## config.mk

```make
export PLATFORM = sky130hd
export DESIGN_NAME = psq_sequencer
export DESIGN_NICKNAME = d
export VERILOG_FILES = /design/src/include/psq_pkg.sv /design/src/psq_sequencer.sv /design/src/psq_input_filter.sv
export SDC_FILE = /design/constraint.sdc
export NUM_CORES = 1
export LEC_CHECK = 0
export ABC_CLOCK_PERIOD_IN_PS = 5860
export BUFFER_PORTS_ARGS = -buffer_cell sky130_fd_sc_hd__buf_2
export CORE_ASPECT_RATIO = 0.75
export CORE_MARGIN = 5
export CORE_UTILIZATION = 40
export CTS_CLUSTER_DIAMETER = 40
export DETAILED_ROUTE_END_ITERATION = 7
export PLACE_DENSITY = 0.57
export SLEW_MARGIN = 20
export SYNTH_ARGS = -nofsm -noshare
export SYNTH_HDL_FRONTEND = slang
export SYNTH_SLANG_ARGS = --single-unit
```

## constraint.sdc

```tcl
create_clock -name clk -period 5.86 [get_ports clk]
set_input_delay 0.293 -clock clk [delete_from_list [all_inputs] [get_ports clk]]
set_output_delay 0.293 -clock clk [all_outputs]
set_load 0.02 [all_outputs]
```

## src/include/psq_pkg.sv

```systemverilog
// ---------------------------------------------------------------
// sequencer constants and carriers
// ---------------------------------------------------------------
package psq_pkg;

  // clock rate in kHz, 40 MHz
  localparam int unsigned CLK_KHZ = 40000;

  // spacing of supply steps
  localparam int unsigned STEP_TIME_MS = 2;
  localparam int unsigned STEP_CYCLES  = STEP_TIME_MS * CLK_KHZ;

  // input debounce time, plain default
  localparam int unsigned DEBOUNCE_TIME_US = 50;
  localparam int unsigned DEBOUNCE_CYCLES  =
    (DEBOUNCE_TIME_US * CLK_KHZ + 999) / 1000;

  // watchdog limit, one kick period
  localparam int unsigned WD_TIME_MS = 2000;
  localparam int unsigned WD_CYCLES  = WD_TIME_MS * CLK_KHZ;

  // supplies stepped by the sequencer, always-on excluded
  localparam int unsigned NUM_SUPPLY = 6;

  // retry counter width and reload value
  localparam int unsigned RETRY_W      = 4;
  localparam logic [3:0]  RETRY_RELOAD = 4'h3;

  // operating modes, one-hot
  typedef enum logic [6:0] {
    PSQ_RESET     = 7'h01,
    PSQ_POWERDOWN = 7'h02,
    PSQ_PU_CORE   = 7'h04,
    PSQ_PU_SUPPLY = 7'h08,
    PSQ_PU_DONE   = 7'h10,
    PSQ_ACTIVE    = 7'h20,
    PSQ_PD_SEQ    = 7'h40
  } psq_mode_t;

  // software side controls, decoded from the serial bus
  typedef struct packed {
    logic wakeEdgeSet;    // pulse: wake input to edge detection
    logic systemOnClear;  // pulse: clear system-on control
    logic watchdogKick;   // pulse: keep-alive write
    logic tempWarnClear;  // pulse: clear thermal warning event
    logic tempWarnMask;   // level: mask thermal warning event
    logic faultClear;     // pulse: clear thermal critical flag
    logic otherEvent;     // level: another event still pending
  } psq_ctrl_t;

  // status shown to software
  typedef struct packed {
    psq_mode_t       mode;
    logic            systemOn;
    logic            wakeEdgeMode;
    logic            watchdogError;
    logic            freeze;
    logic            tempWarnEvent;
    logic [3:0]      retryCount;
  } psq_status_t;

endpackage : psq_pkg

```

## src/psq_sequencer.sv

```systemverilog
`timescale 1ns/1ps
// Notes on behaviour
// - edge mode: wake level alone never powers up
// - edge mode rising edge powers up; forward wake
// - power-up reload restores level-sensitive wake
// - watchdog holds in power-down mode
// - watchdog runs after power-up; kick gives active
// - watchdog limit: error, clear system-on, power-down
// - each watchdog error decrements retry counter, stopping at zero
// - retry reaching zero activates freeze
// - watchdog power-down with wake held restarts
// - freeze keeps power-down despite wake level
// - level-mode wake release reloads retry, clears freeze
// - power-up only after wake debounce time
// - warning threshold sets event, unmasked asserts irq
// - cleared warning releases irq if nothing pending
// - critical threshold sets sticky flag, shuts down
// - thermal shut-down ordered, ends in reset mode
// - thermal reset reloads retry, keeps critical flag
// - reset mode held while critical, then cold boot
// - por threshold: instant reset, always-on off
// - system-on clear after power-up ends in power-down mode
// - supply steps spaced two milliseconds
// - release core reset, power request enables supplies
// - power-down asserts reset, supplies off reversed
module psq_sequencer
  import psq_pkg::*;
#(
  parameter int unsigned       N_SUPPLY  = NUM_SUPPLY,
  parameter int unsigned       STEP_CYC  = STEP_CYCLES,
  parameter int unsigned       DB_CYC    = DEBOUNCE_CYCLES,
  parameter int unsigned       WD_CYC    = WD_CYCLES,
  parameter logic [RETRY_W-1:0] RETRY_INIT = RETRY_RELOAD
) (
  // clock and reset
  input  wire logic                clk,
  input  wire logic                reset_n,
  // host and accessory pins
  input  wire logic                accessoryWakeInput,
  input  wire logic                hostPowerRequestPin,
  output logic                     wakeForwardOut,
  output logic                     hostCoreResetOut_n,
  // temperature comparators
  input  wire logic                tempOverWarn,
  input  wire logic                tempOverCrit,
  input  wire logic                tempOverPor,
  // software controls and status
  input  wire psq_pkg::psq_ctrl_t  ctrl,
  output psq_pkg::psq_status_t     status,
  output logic                     thermalCriticalFlag,
  output logic                     interruptOut_n,
  // regulator enables
  output logic [N_SUPPLY-1:0]      supplyEnable,
  output logic                     alwaysOnRegulatorEnable
);
  import psq_pkg::*;

  // ---------------------------------------------------------------
  // local widths and helpers
  // ---------------------------------------------------------------
  localparam int SW = $clog2(STEP_CYC + 1);
  localparam int WW = $clog2(WD_CYC + 1);
  localparam int NW = $clog2(N_SUPPLY + 1);

  // thermometer mask of the lowest n supplies
  function automatic logic [N_SUPPLY-1:0] fill(input logic [NW-1:0] n);
    logic [N_SUPPLY-1:0] m;
    m = '0;
    for (int i = 0; i < N_SUPPLY; i++) begin
      m[i] = (NW'(i) < n);
    end
    return m;
  endfunction : fill

  // ---------------------------------------------------------------
  // filtered inputs
  // ---------------------------------------------------------------
  logic wakeLevel;      // debounced wake level
  logic wakeRise;       // debounced wake rising edge
  logic wakeFall;       // debounced wake falling edge
  logic powerReq;       // debounced host power request
  logic warnLevel;      // synchronised warning comparator
  logic warnRise;       // warning threshold crossed
  logic critLevel;      // synchronised critical comparator
  logic porLevel;       // synchronised por comparator

  // wake input with debounce
  psq_input_filter #(.DB_CYCLES(DB_CYC)) u_wake (
    .clk     (clk),
    .reset_n (reset_n),
    .pinIn   (accessoryWakeInput),
    .level   (wakeLevel),
    .rise    (wakeRise),
    .fall    (wakeFall)
  );

  // host power request with debounce
  psq_input_filter #(.DB_CYCLES(DB_CYC)) u_preq (
    .clk     (clk),
    .reset_n (reset_n),
    .pinIn   (hostPowerRequestPin),
    .level   (powerReq),
    .rise    (),
    .fall    ()
  );

  // temperature comparators, synchronised only
  psq_input_filter #(.DB_CYCLES(1)) u_warn (
    .clk     (clk),
    .reset_n (reset_n),
    .pinIn   (tempOverWarn),
    .level   (warnLevel),
    .rise    (warnRise),
    .fall    ()
  );

  psq_input_filter #(.DB_CYCLES(1)) u_crit (
    .clk     (clk),
    .reset_n (reset_n),
    .pinIn   (tempOverCrit),
    .level   (critLevel),
    .rise    (),
    .fall    ()
  );

  psq_input_filter #(.DB_CYCLES(1)) u_por (
    .clk     (clk),
    .reset_n (reset_n),
    .pinIn   (tempOverPor),
    .level   (porLevel),
    .rise    (),
    .fall    ()
  );

  // ---------------------------------------------------------------
  // state
  // ---------------------------------------------------------------
  psq_mode_t           mode;          // operating mode
  logic [NW-1:0]       supplyCount;   // supplies now enabled
  logic [SW-1:0]       stepTimer;     // spacing between steps
  logic [WW-1:0]       wdCount;       // watchdog counter
  logic [RETRY_W-1:0]  retryCount;    // remaining retries
  logic                freeze;        // power-up blocked
  logic                wakeEdgeMode;  // wake input edge detect
  logic                systemOn;      // system-on control
  logic                watchdogError; // last fault was watchdog
  logic                pdToReset;     // shut-down ends in reset
  logic                tempWarnEvent; // sticky warning event

  // decoded conditions
  logic stepDone;   // step interval has elapsed
  logic wdExpire;   // watchdog reached its maximum
  logic running;    // watchdog is counting
  logic wakeStart;  // wake asks for a power-up
  logic critTrip;   // critical fault outside reset and thermal shut-down

  assign stepDone = (stepTimer == SW'(STEP_CYC - 1));
  assign running  = (mode == PSQ_PU_DONE) || (mode == PSQ_ACTIVE);
  assign wdExpire = running && (wdCount == WW'(WD_CYC - 1));
  assign critTrip = critLevel && (mode != PSQ_RESET)
                    && !(mode == PSQ_PD_SEQ && pdToReset);
  // edge mode ignores the level; level mode honours freeze
  assign wakeStart = wakeEdgeMode ? wakeRise
                                  : (wakeLevel && !freeze);

  // ---------------------------------------------------------------
  // mode sequencer
  // ---------------------------------------------------------------
  always_ff @(posedge clk) begin
    if (!reset_n) begin
      mode      <= PSQ_RESET;
      pdToReset <= 1'b0;
    end else if (porLevel) begin
      mode      <= PSQ_RESET;
      pdToReset <= 1'b0;
    end else if (critTrip) begin
      mode      <= PSQ_PD_SEQ;
      pdToReset <= 1'b1;
    end else begin
      unique case (mode)
        PSQ_RESET: begin
          // leave only once the die has cooled
          if (!critLevel) begin
            mode <= PSQ_POWERDOWN;
          end
        end
        PSQ_POWERDOWN: begin
          if (wakeStart) begin
            mode <= PSQ_PU_CORE;
          end
        end
        PSQ_PU_CORE: begin
          // second part waits for the host request
          if (powerReq) begin
            mode <= PSQ_PU_SUPPLY;
          end
        end
        PSQ_PU_SUPPLY: begin
          if (stepDone && supplyCount == NW'(N_SUPPLY)) begin
            mode <= PSQ_PU_DONE;
          end
        end
        PSQ_PU_DONE: begin
          if (wdExpire || ctrl.systemOnClear) begin
            mode      <= PSQ_PD_SEQ;
            pdToReset <= 1'b0;
          end else if (ctrl.watchdogKick) begin
            mode <= PSQ_ACTIVE;
          end
        end
        PSQ_ACTIVE: begin
          if (wdExpire || ctrl.systemOnClear) begin
            mode      <= PSQ_PD_SEQ;
            pdToReset <= 1'b0;
          end
        end
        PSQ_PD_SEQ: begin
          // finish after the last supply is off
          if (stepDone && supplyCount == '0) begin
            mode <= pdToReset ? PSQ_RESET
                              : PSQ_POWERDOWN;
          end
        end
        default: mode <= PSQ_RESET;
      endcase
    end
  end

  // ---------------------------------------------------------------
  // supply stepping
  // ---------------------------------------------------------------
  always_ff @(posedge clk) begin
    if (!reset_n || porLevel) begin
      stepTimer   <= '0;
      supplyCount <= '0;
    end else if (mode == PSQ_PU_SUPPLY || mode == PSQ_PD_SEQ) begin
      // fixed interval between consecutive steps
      if (stepDone) begin
        stepTimer <= '0;
        if (mode == PSQ_PU_SUPPLY && supplyCount != NW'(N_SUPPLY)) begin
          supplyCount <= supplyCount + NW'(1);
        end else if (mode == PSQ_PD_SEQ && supplyCount != '0) begin
          supplyCount <= supplyCount - NW'(1);
        end
      end else begin
        stepTimer <= stepTimer + SW'(1);
      end
    end else begin
      stepTimer <= '0;
    end
  end

  // enables follow the count, so off order is reversed
  always_ff @(posedge clk) begin
    if (!reset_n || porLevel) begin
      supplyEnable <= '0;
    end else begin
      supplyEnable <= fill(supplyCount);
    end
  end

  // ---------------------------------------------------------------
  // watchdog
  // ---------------------------------------------------------------
  always_ff @(posedge clk) begin
    if (!reset_n) begin
      wdCount <= '0;
    end else if (!running || ctrl.watchdogKick || wdExpire) begin
      wdCount <= '0;
    end else begin
      wdCount <= wdCount + WW'(1);
    end
  end

  // watchdog error flag, cleared by the first kick after power-up
  always_ff @(posedge clk) begin
    if (!reset_n) begin
      watchdogError <= 1'b0;
    end else if (wdExpire) begin
      watchdogError <= 1'b1;
    end else if (mode == PSQ_PU_DONE && ctrl.watchdogKick) begin
      watchdogError <= 1'b0;
    end
  end

  // ---------------------------------------------------------------
  // retry counter and freeze
  // ---------------------------------------------------------------
  always_ff @(posedge clk) begin
    if (!reset_n) begin
      retryCount <= RETRY_INIT;
      freeze     <= 1'b0;
    end else if (wdExpire) begin
      // decrement wins over a wake release in the same cycle
      if (retryCount != '0) begin
        retryCount <= retryCount - RETRY_W'(1);
      end
      if (retryCount <= RETRY_W'(1)) begin
        freeze <= 1'b1;
      end
    end else if (wakeFall && !wakeEdgeMode) begin
      retryCount <= RETRY_INIT;
      freeze     <= 1'b0;
    end else if (porLevel || (mode == PSQ_PD_SEQ && pdToReset
                 && stepDone && supplyCount == '0)) begin
      retryCount <= RETRY_INIT;
      freeze     <= 1'b0;
    end
  end

  // ---------------------------------------------------------------
  // configuration reload and system-on control
  // ---------------------------------------------------------------
  always_ff @(posedge clk) begin
    if (!reset_n) begin
      wakeEdgeMode <= 1'b0;
      systemOn     <= 1'b0;
    end else if (mode == PSQ_POWERDOWN && wakeStart && !porLevel
                 && !critTrip) begin
      wakeEdgeMode <= 1'b0;
      systemOn     <= 1'b1;
    end else begin
      if (ctrl.wakeEdgeSet) begin
        wakeEdgeMode <= 1'b1;
      end
      if (wdExpire || ctrl.systemOnClear || critTrip || porLevel) begin
        systemOn <= 1'b0;
      end
    end
  end

  // ---------------------------------------------------------------
  // thermal events and interrupt
  // ---------------------------------------------------------------
  // warning event, set wins over clear
  always_ff @(posedge clk) begin
    if (!reset_n) begin
      tempWarnEvent <= 1'b0;
    end else if (warnRise) begin
      tempWarnEvent <= 1'b1;
    end else if (ctrl.tempWarnClear) begin
      tempWarnEvent <= 1'b0;
    end
  end

  // critical flag, sticky across the reset mode
  always_ff @(posedge clk) begin
    if (!reset_n) begin
      thermalCriticalFlag <= 1'b0;
    end else if (critLevel) begin
      thermalCriticalFlag <= 1'b1;
    end else if (ctrl.faultClear) begin
      thermalCriticalFlag <= 1'b0;
    end
  end

  // interrupt low while any unmasked event pends
  always_ff @(posedge clk) begin
    if (!reset_n) begin
      interruptOut_n <= 1'b1;
    end else begin
      interruptOut_n <= !((tempWarnEvent && !ctrl.tempWarnMask)
                          || ctrl.otherEvent);
    end
  end

  // ---------------------------------------------------------------
  // pin and status outputs
  // ---------------------------------------------------------------
  // core reset held except during power-up and running modes
  always_ff @(posedge clk) begin
    if (!reset_n) begin
      hostCoreResetOut_n <= 1'b0;
      wakeForwardOut     <= 1'b0;
    end else begin
      hostCoreResetOut_n <= !porLevel && !critTrip
                            && (mode == PSQ_PU_CORE
                            || mode == PSQ_PU_SUPPLY
                            || running);
      wakeForwardOut     <= wakeLevel;
    end
  end

  // always-on regulator, dropped only by the por threshold
  always_ff @(posedge clk) begin
    if (!reset_n) begin
      alwaysOnRegulatorEnable <= 1'b0;
    end else begin
      alwaysOnRegulatorEnable <= !porLevel;
    end
  end

  // status snapshot for software
  always_ff @(posedge clk) begin
    if (!reset_n) begin
      status <= '{mode: PSQ_RESET, retryCount: RETRY_INIT,
                  default: 1'b0};
    end else begin
      status.mode          <= mode;
      status.systemOn      <= systemOn;
      status.wakeEdgeMode  <= wakeEdgeMode;
      status.watchdogError <= watchdogError;
      status.freeze        <= freeze;
      status.tempWarnEvent <= tempWarnEvent;
      status.retryCount    <= retryCount;
    end
  end

endmodule : psq_sequencer

```

## src/psq_input_filter.sv

```systemverilog
`timescale 1ns/1ps
// ---------------------------------------------------------------
// pin synchroniser and debounce filter
// ---------------------------------------------------------------
module psq_input_filter #(
  parameter int unsigned DB_CYCLES = 2000
) (
  // clock and reset
  input  wire logic clk,
  input  wire logic reset_n,
  // raw pin
  input  wire logic pinIn,
  // filtered level and its edges
  output logic      level,
  output logic      rise,
  output logic      fall
);
  import psq_pkg::*;

  localparam int CW = $clog2(DB_CYCLES + 1);

  logic          sync1;   // first stage, read by sync2 only
  logic          sync2;   // second stage
  logic          sync3;   // third stage
  logic [CW-1:0] dbCount; // cycles the new level has held

  // three-stage synchroniser
  always_ff @(posedge clk) begin
    if (!reset_n) begin
      sync1 <= 1'b0;
      sync2 <= 1'b0;
      sync3 <= 1'b0;
    end else begin
      sync1 <= pinIn;
      sync2 <= sync1;
      sync3 <= sync2;
    end
  end

  // a change counts once stages two and three agree and hold
  always_ff @(posedge clk) begin
    if (!reset_n) begin
      dbCount <= '0;
      level   <= 1'b0;
      rise    <= 1'b0;
      fall    <= 1'b0;
    end else begin
      rise <= 1'b0;
      fall <= 1'b0;
      if (sync2 != sync3 || sync3 == level) begin
        dbCount <= '0;  // unstable or unchanged
      end else if (dbCount >= CW'(DB_CYCLES - 1)) begin
        dbCount <= '0;  // new level accepted
        level   <= sync3;
        rise    <= sync3;
        fall    <= ~sync3;
      end else begin
        dbCount <= dbCount + CW'(1);
      end
    end
  end

endmodule : psq_input_filter

```

======== Word-level counts from Yosys, hierarchy flattened ========
Cells that the tools add are included.
word-level totals
  input bits .............................. 14
  flip-flop bits (word level) ............. 139
operators by class
  bitwise gates (word level) .............. 10
  eq/ne operators ......................... 38
  multiplexer cells ....................... 33
  magnitude comparators ................... 12
  reduce and logical (&&, ||, !) cells .... 80
  $add $sub $neg .......................... 10
operators with widths
  cell                   count
  $mux 7                 9
  $pmux 7 s7             1
  $add 27x1->27 const B  1
  $eq 27x27->1 const B   1
  $reduce_or 3->1        9
  $add 11x1->11 const B  2
  $ge 11x11->1 const B   2
  $logic_and 1x1->1      19
  $add 17x1->17 const B  1
  $eq 17x17->1 const B   1
  $logic_or 1x1->1       17
  $mux 1                 16
  $mux 4                 4
  $reduce_and 2->1       8
  $ne 3x3->1 const B     5
  $reduce_and 7->1       2
  $reduce_bool 2->1      7
  $not 1->1              10
  $logic_not 1->1        9
  $ne 3x2->1 const B     3
  $ne 2x1->1 const B     4
  $ne 2x2->1 const B     4
  $reduce_or 2->1        4
  $eq 7x1->1 const B     1
  other kinds (26)       43

======== Depth between registers and ports, before layout ========
  depth after elaboration ................. 8
  depth in mapped cells ................... 9
  gate-level depth less buffers ........... 8

======== Hierarchy ========
A second synthesis with hierarchy kept.
unflattened totals
  cell total of the unflattened synthesis .. 631
  area total of the unflattened synthesis .. 5840.6 sq um
by module, submodules not included
  module                         seq. area each (sq um)  times used  cells an instance  area each (sq um)
  psq_sequencer                  1821.7                  1           447                3950.0
  psq_input_filter (u_preq ...)  340.3                   2           71                 673.1
  psq_input_filter (u_crit ...)  120.1                   3           14                 181.4

======== Least setup slack after synthesis ========
OpenSTA, ideal clock, no wires.
  path type ............................... reg2reg
  from .................................... register wdCount[0]
  to ...................................... register mode[3]
  setup slack ............................. 3.839 ns
  stages on the path, launching flop included .. 9
  library setup time ...................... 0.070 ns
  data arrival time ....................... 1.951 ns
  data required time ...................... 5.790 ns
  cells stage by stage .................... dfxtp_1 ha_1 nand4_1 nor3_1 and4_1 buf_4 nor4_2 or4_1 a21oi_1
on the way
  longest elaborated chain between the ends .. 5
  elaborated cells on any way between the ends .. 8
  those cells by class .................... eq/ne (3); mux (2); reduce/logical (3)
ends and longest elaborated chain
  what                                                      line                                        RTL
  from (decl)                                               psq_sequencer.sv:141                        logic [WW-1:0] wdCount;
  from (signal assigned)                                    psq_sequencer.sv:271                        wdCount <= wdCount + WW'(1);
  $eq 27x27->1 *                                            psq_sequencer.sv:159                        assign wdExpire = running && (wdCount == WW'(WD_CYC - 1));
  $logic_and 1x1->1 *                                       psq_sequencer.sv:159
  $logic_or 1x1->1 *                                        psq_sequencer.sv:204, psq_sequencer.sv:212
  $ne 3x2->1 (no line), or another cell as far along        -
  $reduce_and 7->1 (no line) or $pmux 7 s7 (tied branches)  -
  to (signal assigned)                                      psq_sequencer.sv:220                        mode <= pdToReset ? PSQ_RESET
  to (decl)                                                 psq_sequencer.sv:138                        psq_mode_t mode;
Every way passes the cells marked *; elsewhere a longest branch is shown, timed or not.
A chain may end at the register's enable or synchronous reset.

======== Final worst setup path ========
  from .................................... register mode[5]
  to ...................................... register wdCount[5]
on the way
  longest elaborated chain between the ends .. 6
  elaborated cells on any way between the ends .. 8
  those cells by class .................... eq/ne (2); reduce/logical (6)
ends and longest elaborated chain
  what                                      line                  RTL
  $eq 7x5->1 or $eq 7x6->1 (tied branches)  psq_sequencer.sv:158  assign running = (mode == PSQ_PU_DONE) || (mode == PSQ_ACTIVE);
  $logic_or 1x1->1 *                        psq_sequencer.sv:158
  $logic_not 1->1                           psq_sequencer.sv:268  end else if (!running || ctrl.watchdogKick || wdExpire) begin
  $logic_or 1x1->1                          psq_sequencer.sv:268
  $logic_or 1x1->1 *                        psq_sequencer.sv:268
  $reduce_or 2->1 (no line) *               -
Marked as above.

==> results.json <==
{
  "rows": 37,
  "dieArea_um2": 16100,
  "rsz0062_at_grt": "false",
  "dpl.hpwl_mm": 7.77,
  "finalHoldViolations": 0,
  "cts-root-buf": "clkbuf_16",
  "cts.sinks": 136,
  "crit_arrival_ps": 2780,
  "power_uw": 2170,
  "ant_nets": 0,
  "cts-buffers-inserted": 17,
  "cts_tree": "yes",
  "die_w_um": 145,
  "vias_per_cell": 4.97,
  "fill_cells": 1319,
  "syn-num-nets": 631,
  "clk_pin_slew_ps": 60,
  "grt_overflow": 0,
  "synth_area_um2": 5470,
  "postSynthCellCount": 606,
  "yosysMostFrequentCell": "dfxtp_1",
  "synth_area_leaders": "dfxtp_1 (50%), nor2_1 (7.1%), xnor2_1 (4.8%)",
  "slew_viol_final": 0,
  "layout_setup_ws_ps": 3400,
  "ys_types": 56,
  "routed_wl_mm": 10.9,
  "ioPinCount": 41,
  "yosys_warnings": 0,
  "post_drt_wl_per_cell_um": 13.0,
  "irDropWorstVdd_mv": 0.210,
  "worstPathRequired_ps": 6190,
  "yosys_most_used_dff": "dfxtp_1",
  "ys_ff_latch": 136,
  "grt_max_degree": 53,
  "drc": 0,
  "finClkSkew_ps": 11.7,
  "fin_setup_tns_ps": 0,
  "core_um2": 13600,
  "cp-end-kind": "flip-flop",
  "cts_setup_buffers": 0,
  "crit_fanout": 27,
  "cts_htree_levels": 4,
  "area_delta_synth_final_pct": 17.9,
  "finalSetupViolCount": 0,
  "start_util_pct": 40.3,
  "ys_seq_area_share_pct": 49.8,
  "slew_headroom_pct": 47.7,
  "grt_pass1_vias": 4028,
  "port_buffers": 40,
  "drive_gt1_share_pct": 12.0,
  "fmax_mhz": 407,
  "diodes": 0,
  "status": "finished, final reports clean",
  "drv_cap": 0,
  "criticalPathCategory": "flip-flop to flip-flop",
  "hold_class": "input port to flip-flop",
  "post_cts_resized": 0,
  "clockBufferDepth": 2,
  "drt-initial-drc-count": 246,
  "nNetsFinal": 678,
  "netlist.top_cell.by_area": "dfxtp_1",
  "worstMarginPinSlew_ps": 778,
  "preCtsSetupSlack_ps": 3410,
  "place_area_um2": 5840,
  "syn_area_per_cell_um2": 9.02,
  "grt.total_usage_pct": 13.9,
  "synth_top_area_share_pct": 49.8,
  "fin_crit_ps": 2460,
  "synth_common_cells": "dfxtp_1 (136), nor2_1 (103), nand3_1 (42)",
  "gp_congestion": 0.859,
  "cts_hold_buf": 0,
  "powerDensity_nw_per_um2": 336,
  "clock_latency_ps": 410,
  "start_kind": "flip-flop",
  "holdWs_ps": 81.9,
  "synth_edf_count": 0,
  "period_share_pct": 42.0,
  "grt_pass1_wl_mm": 18.8,
  "r2r_setup_slack_ps": 3400,
  "num_vias": 4181,
  "grt_antenna_before_repair": 0,
  "design_area_um2": 6440,
  "die_y_um": 111,
  "leakage_uw": 0.00239,
  "first_pass_iters": 4,
  "async_flop_share_pct": 0
}
[per-layer routing]
| layer | share of wire [%] | track usage [%] | vias up |
|---|---|---|---|
| met5 | 0 | 0 | - |
| met3 | 3.8 | 3.92 | 14 |
| li1 | - | - | 2160 |
| met4 | 1.2 | 5.65 | 0 |
| met1 | 50 | 18.3 | 1945 |
| met2 | 45 | 21.3 | 62 |
[layout make-up]
type	count	area, um2	area share [%]
clock inverter	12	149	2.31
timing repair buffer	41	208	3.22
clock buffer	20	457	7.09
tap	175	219	3.40
sequential	136	2720	42.3
multi-input combinational	436	2610	40.5
inverter	21	78.8	1.22
[flip-flops by register name, summed over array words and instances, names as in the netlist, 3 cells and up]
register        flops
stepTimer          17
u_wake.dbCount     11
u_preq.dbCount     11
retryCount          4
supplyCount         3
wdCount            27
mode                7
status             16
supplyEnable        6
[report_power, final]
| group | total, uW | internal (uW) | switching, uW |
|---|---|---|---|
| clock network | 1080 | 690 | 388 |
| logic | 125 | 46.3 | 78.8 |
| registers | 962 | 946 | 15.7 |
[placed cells by master (no fill, tap or decap), drive strengths merged, types with 4 or more instances in the layout]
cell,Yosys,routed
a21boi,9,9
nor2,103,103
and3,12,12
nand2,35,35
o21ai,20,20
nand4,19,19
clkinv,1,8
a31oi,4,4
nor4,8,8
buf,3,41
dfxtp,136,136
xnor2,30,30
and2,33,33
clkbuf,10,20
xor2,30,30
inv,20,21
ha,11,11
nand3,42,42
a21oi,13,13
nand2b,6,6
nor2b,8,8
nor3,14,14
[metrics by stage]
step           instances  util (%)
2_1_floorplan        606         -
3_3_place_gp         809      43.0
3_5_place_dp         809      43.0
4_1_cts              841      47.5
5_1_grt              841      47.5
6_report             841      47.5
[worst paths after layout]
| check | cells past startpoint | start | end |
|---|---|---|---|
| worst max-delay path | 6 | mode[5]$_SDFFE_PP0P_ | wdCount[5]$_SDFF_PP0_ |
| worst min-delay path | 2 | ctrl[0] | interruptOut_n$_SDFF_PN1_ |
| worst max register to register | 6 | mode[5]$_SDFFE_PP0P_ | wdCount[5]$_SDFF_PP0_ |
| worst min register to register | 1 | u_crit.sync1$_SDFF_PN0_ | u_crit.sync2$_SDFF_PN0_ |
[worst max-delay path, cell delays in order (launching register included)]
cell	delay, ps
dfxtp_1	430
and2b_1	270
o211a_1	330
and4_1	300
inv_1	170
nand4_2	580
nor2_1	300
[logic make-up after synthesis]
family                   Yosys count  share of synthesized area, %
AND/OR/NAND/NOR                  297                          27.3
flip-flops                       136                          49.8
AO/OA/AOI/OAI                     64                          7.53
XOR/XNOR                          60                          9.61
buffers and inverters             34                          2.45
adder cells (fa/ha/maj)           11                          2.52
multiplexers                       4                         0.755
No activity file was read; power rests on OpenSTA's default activity.
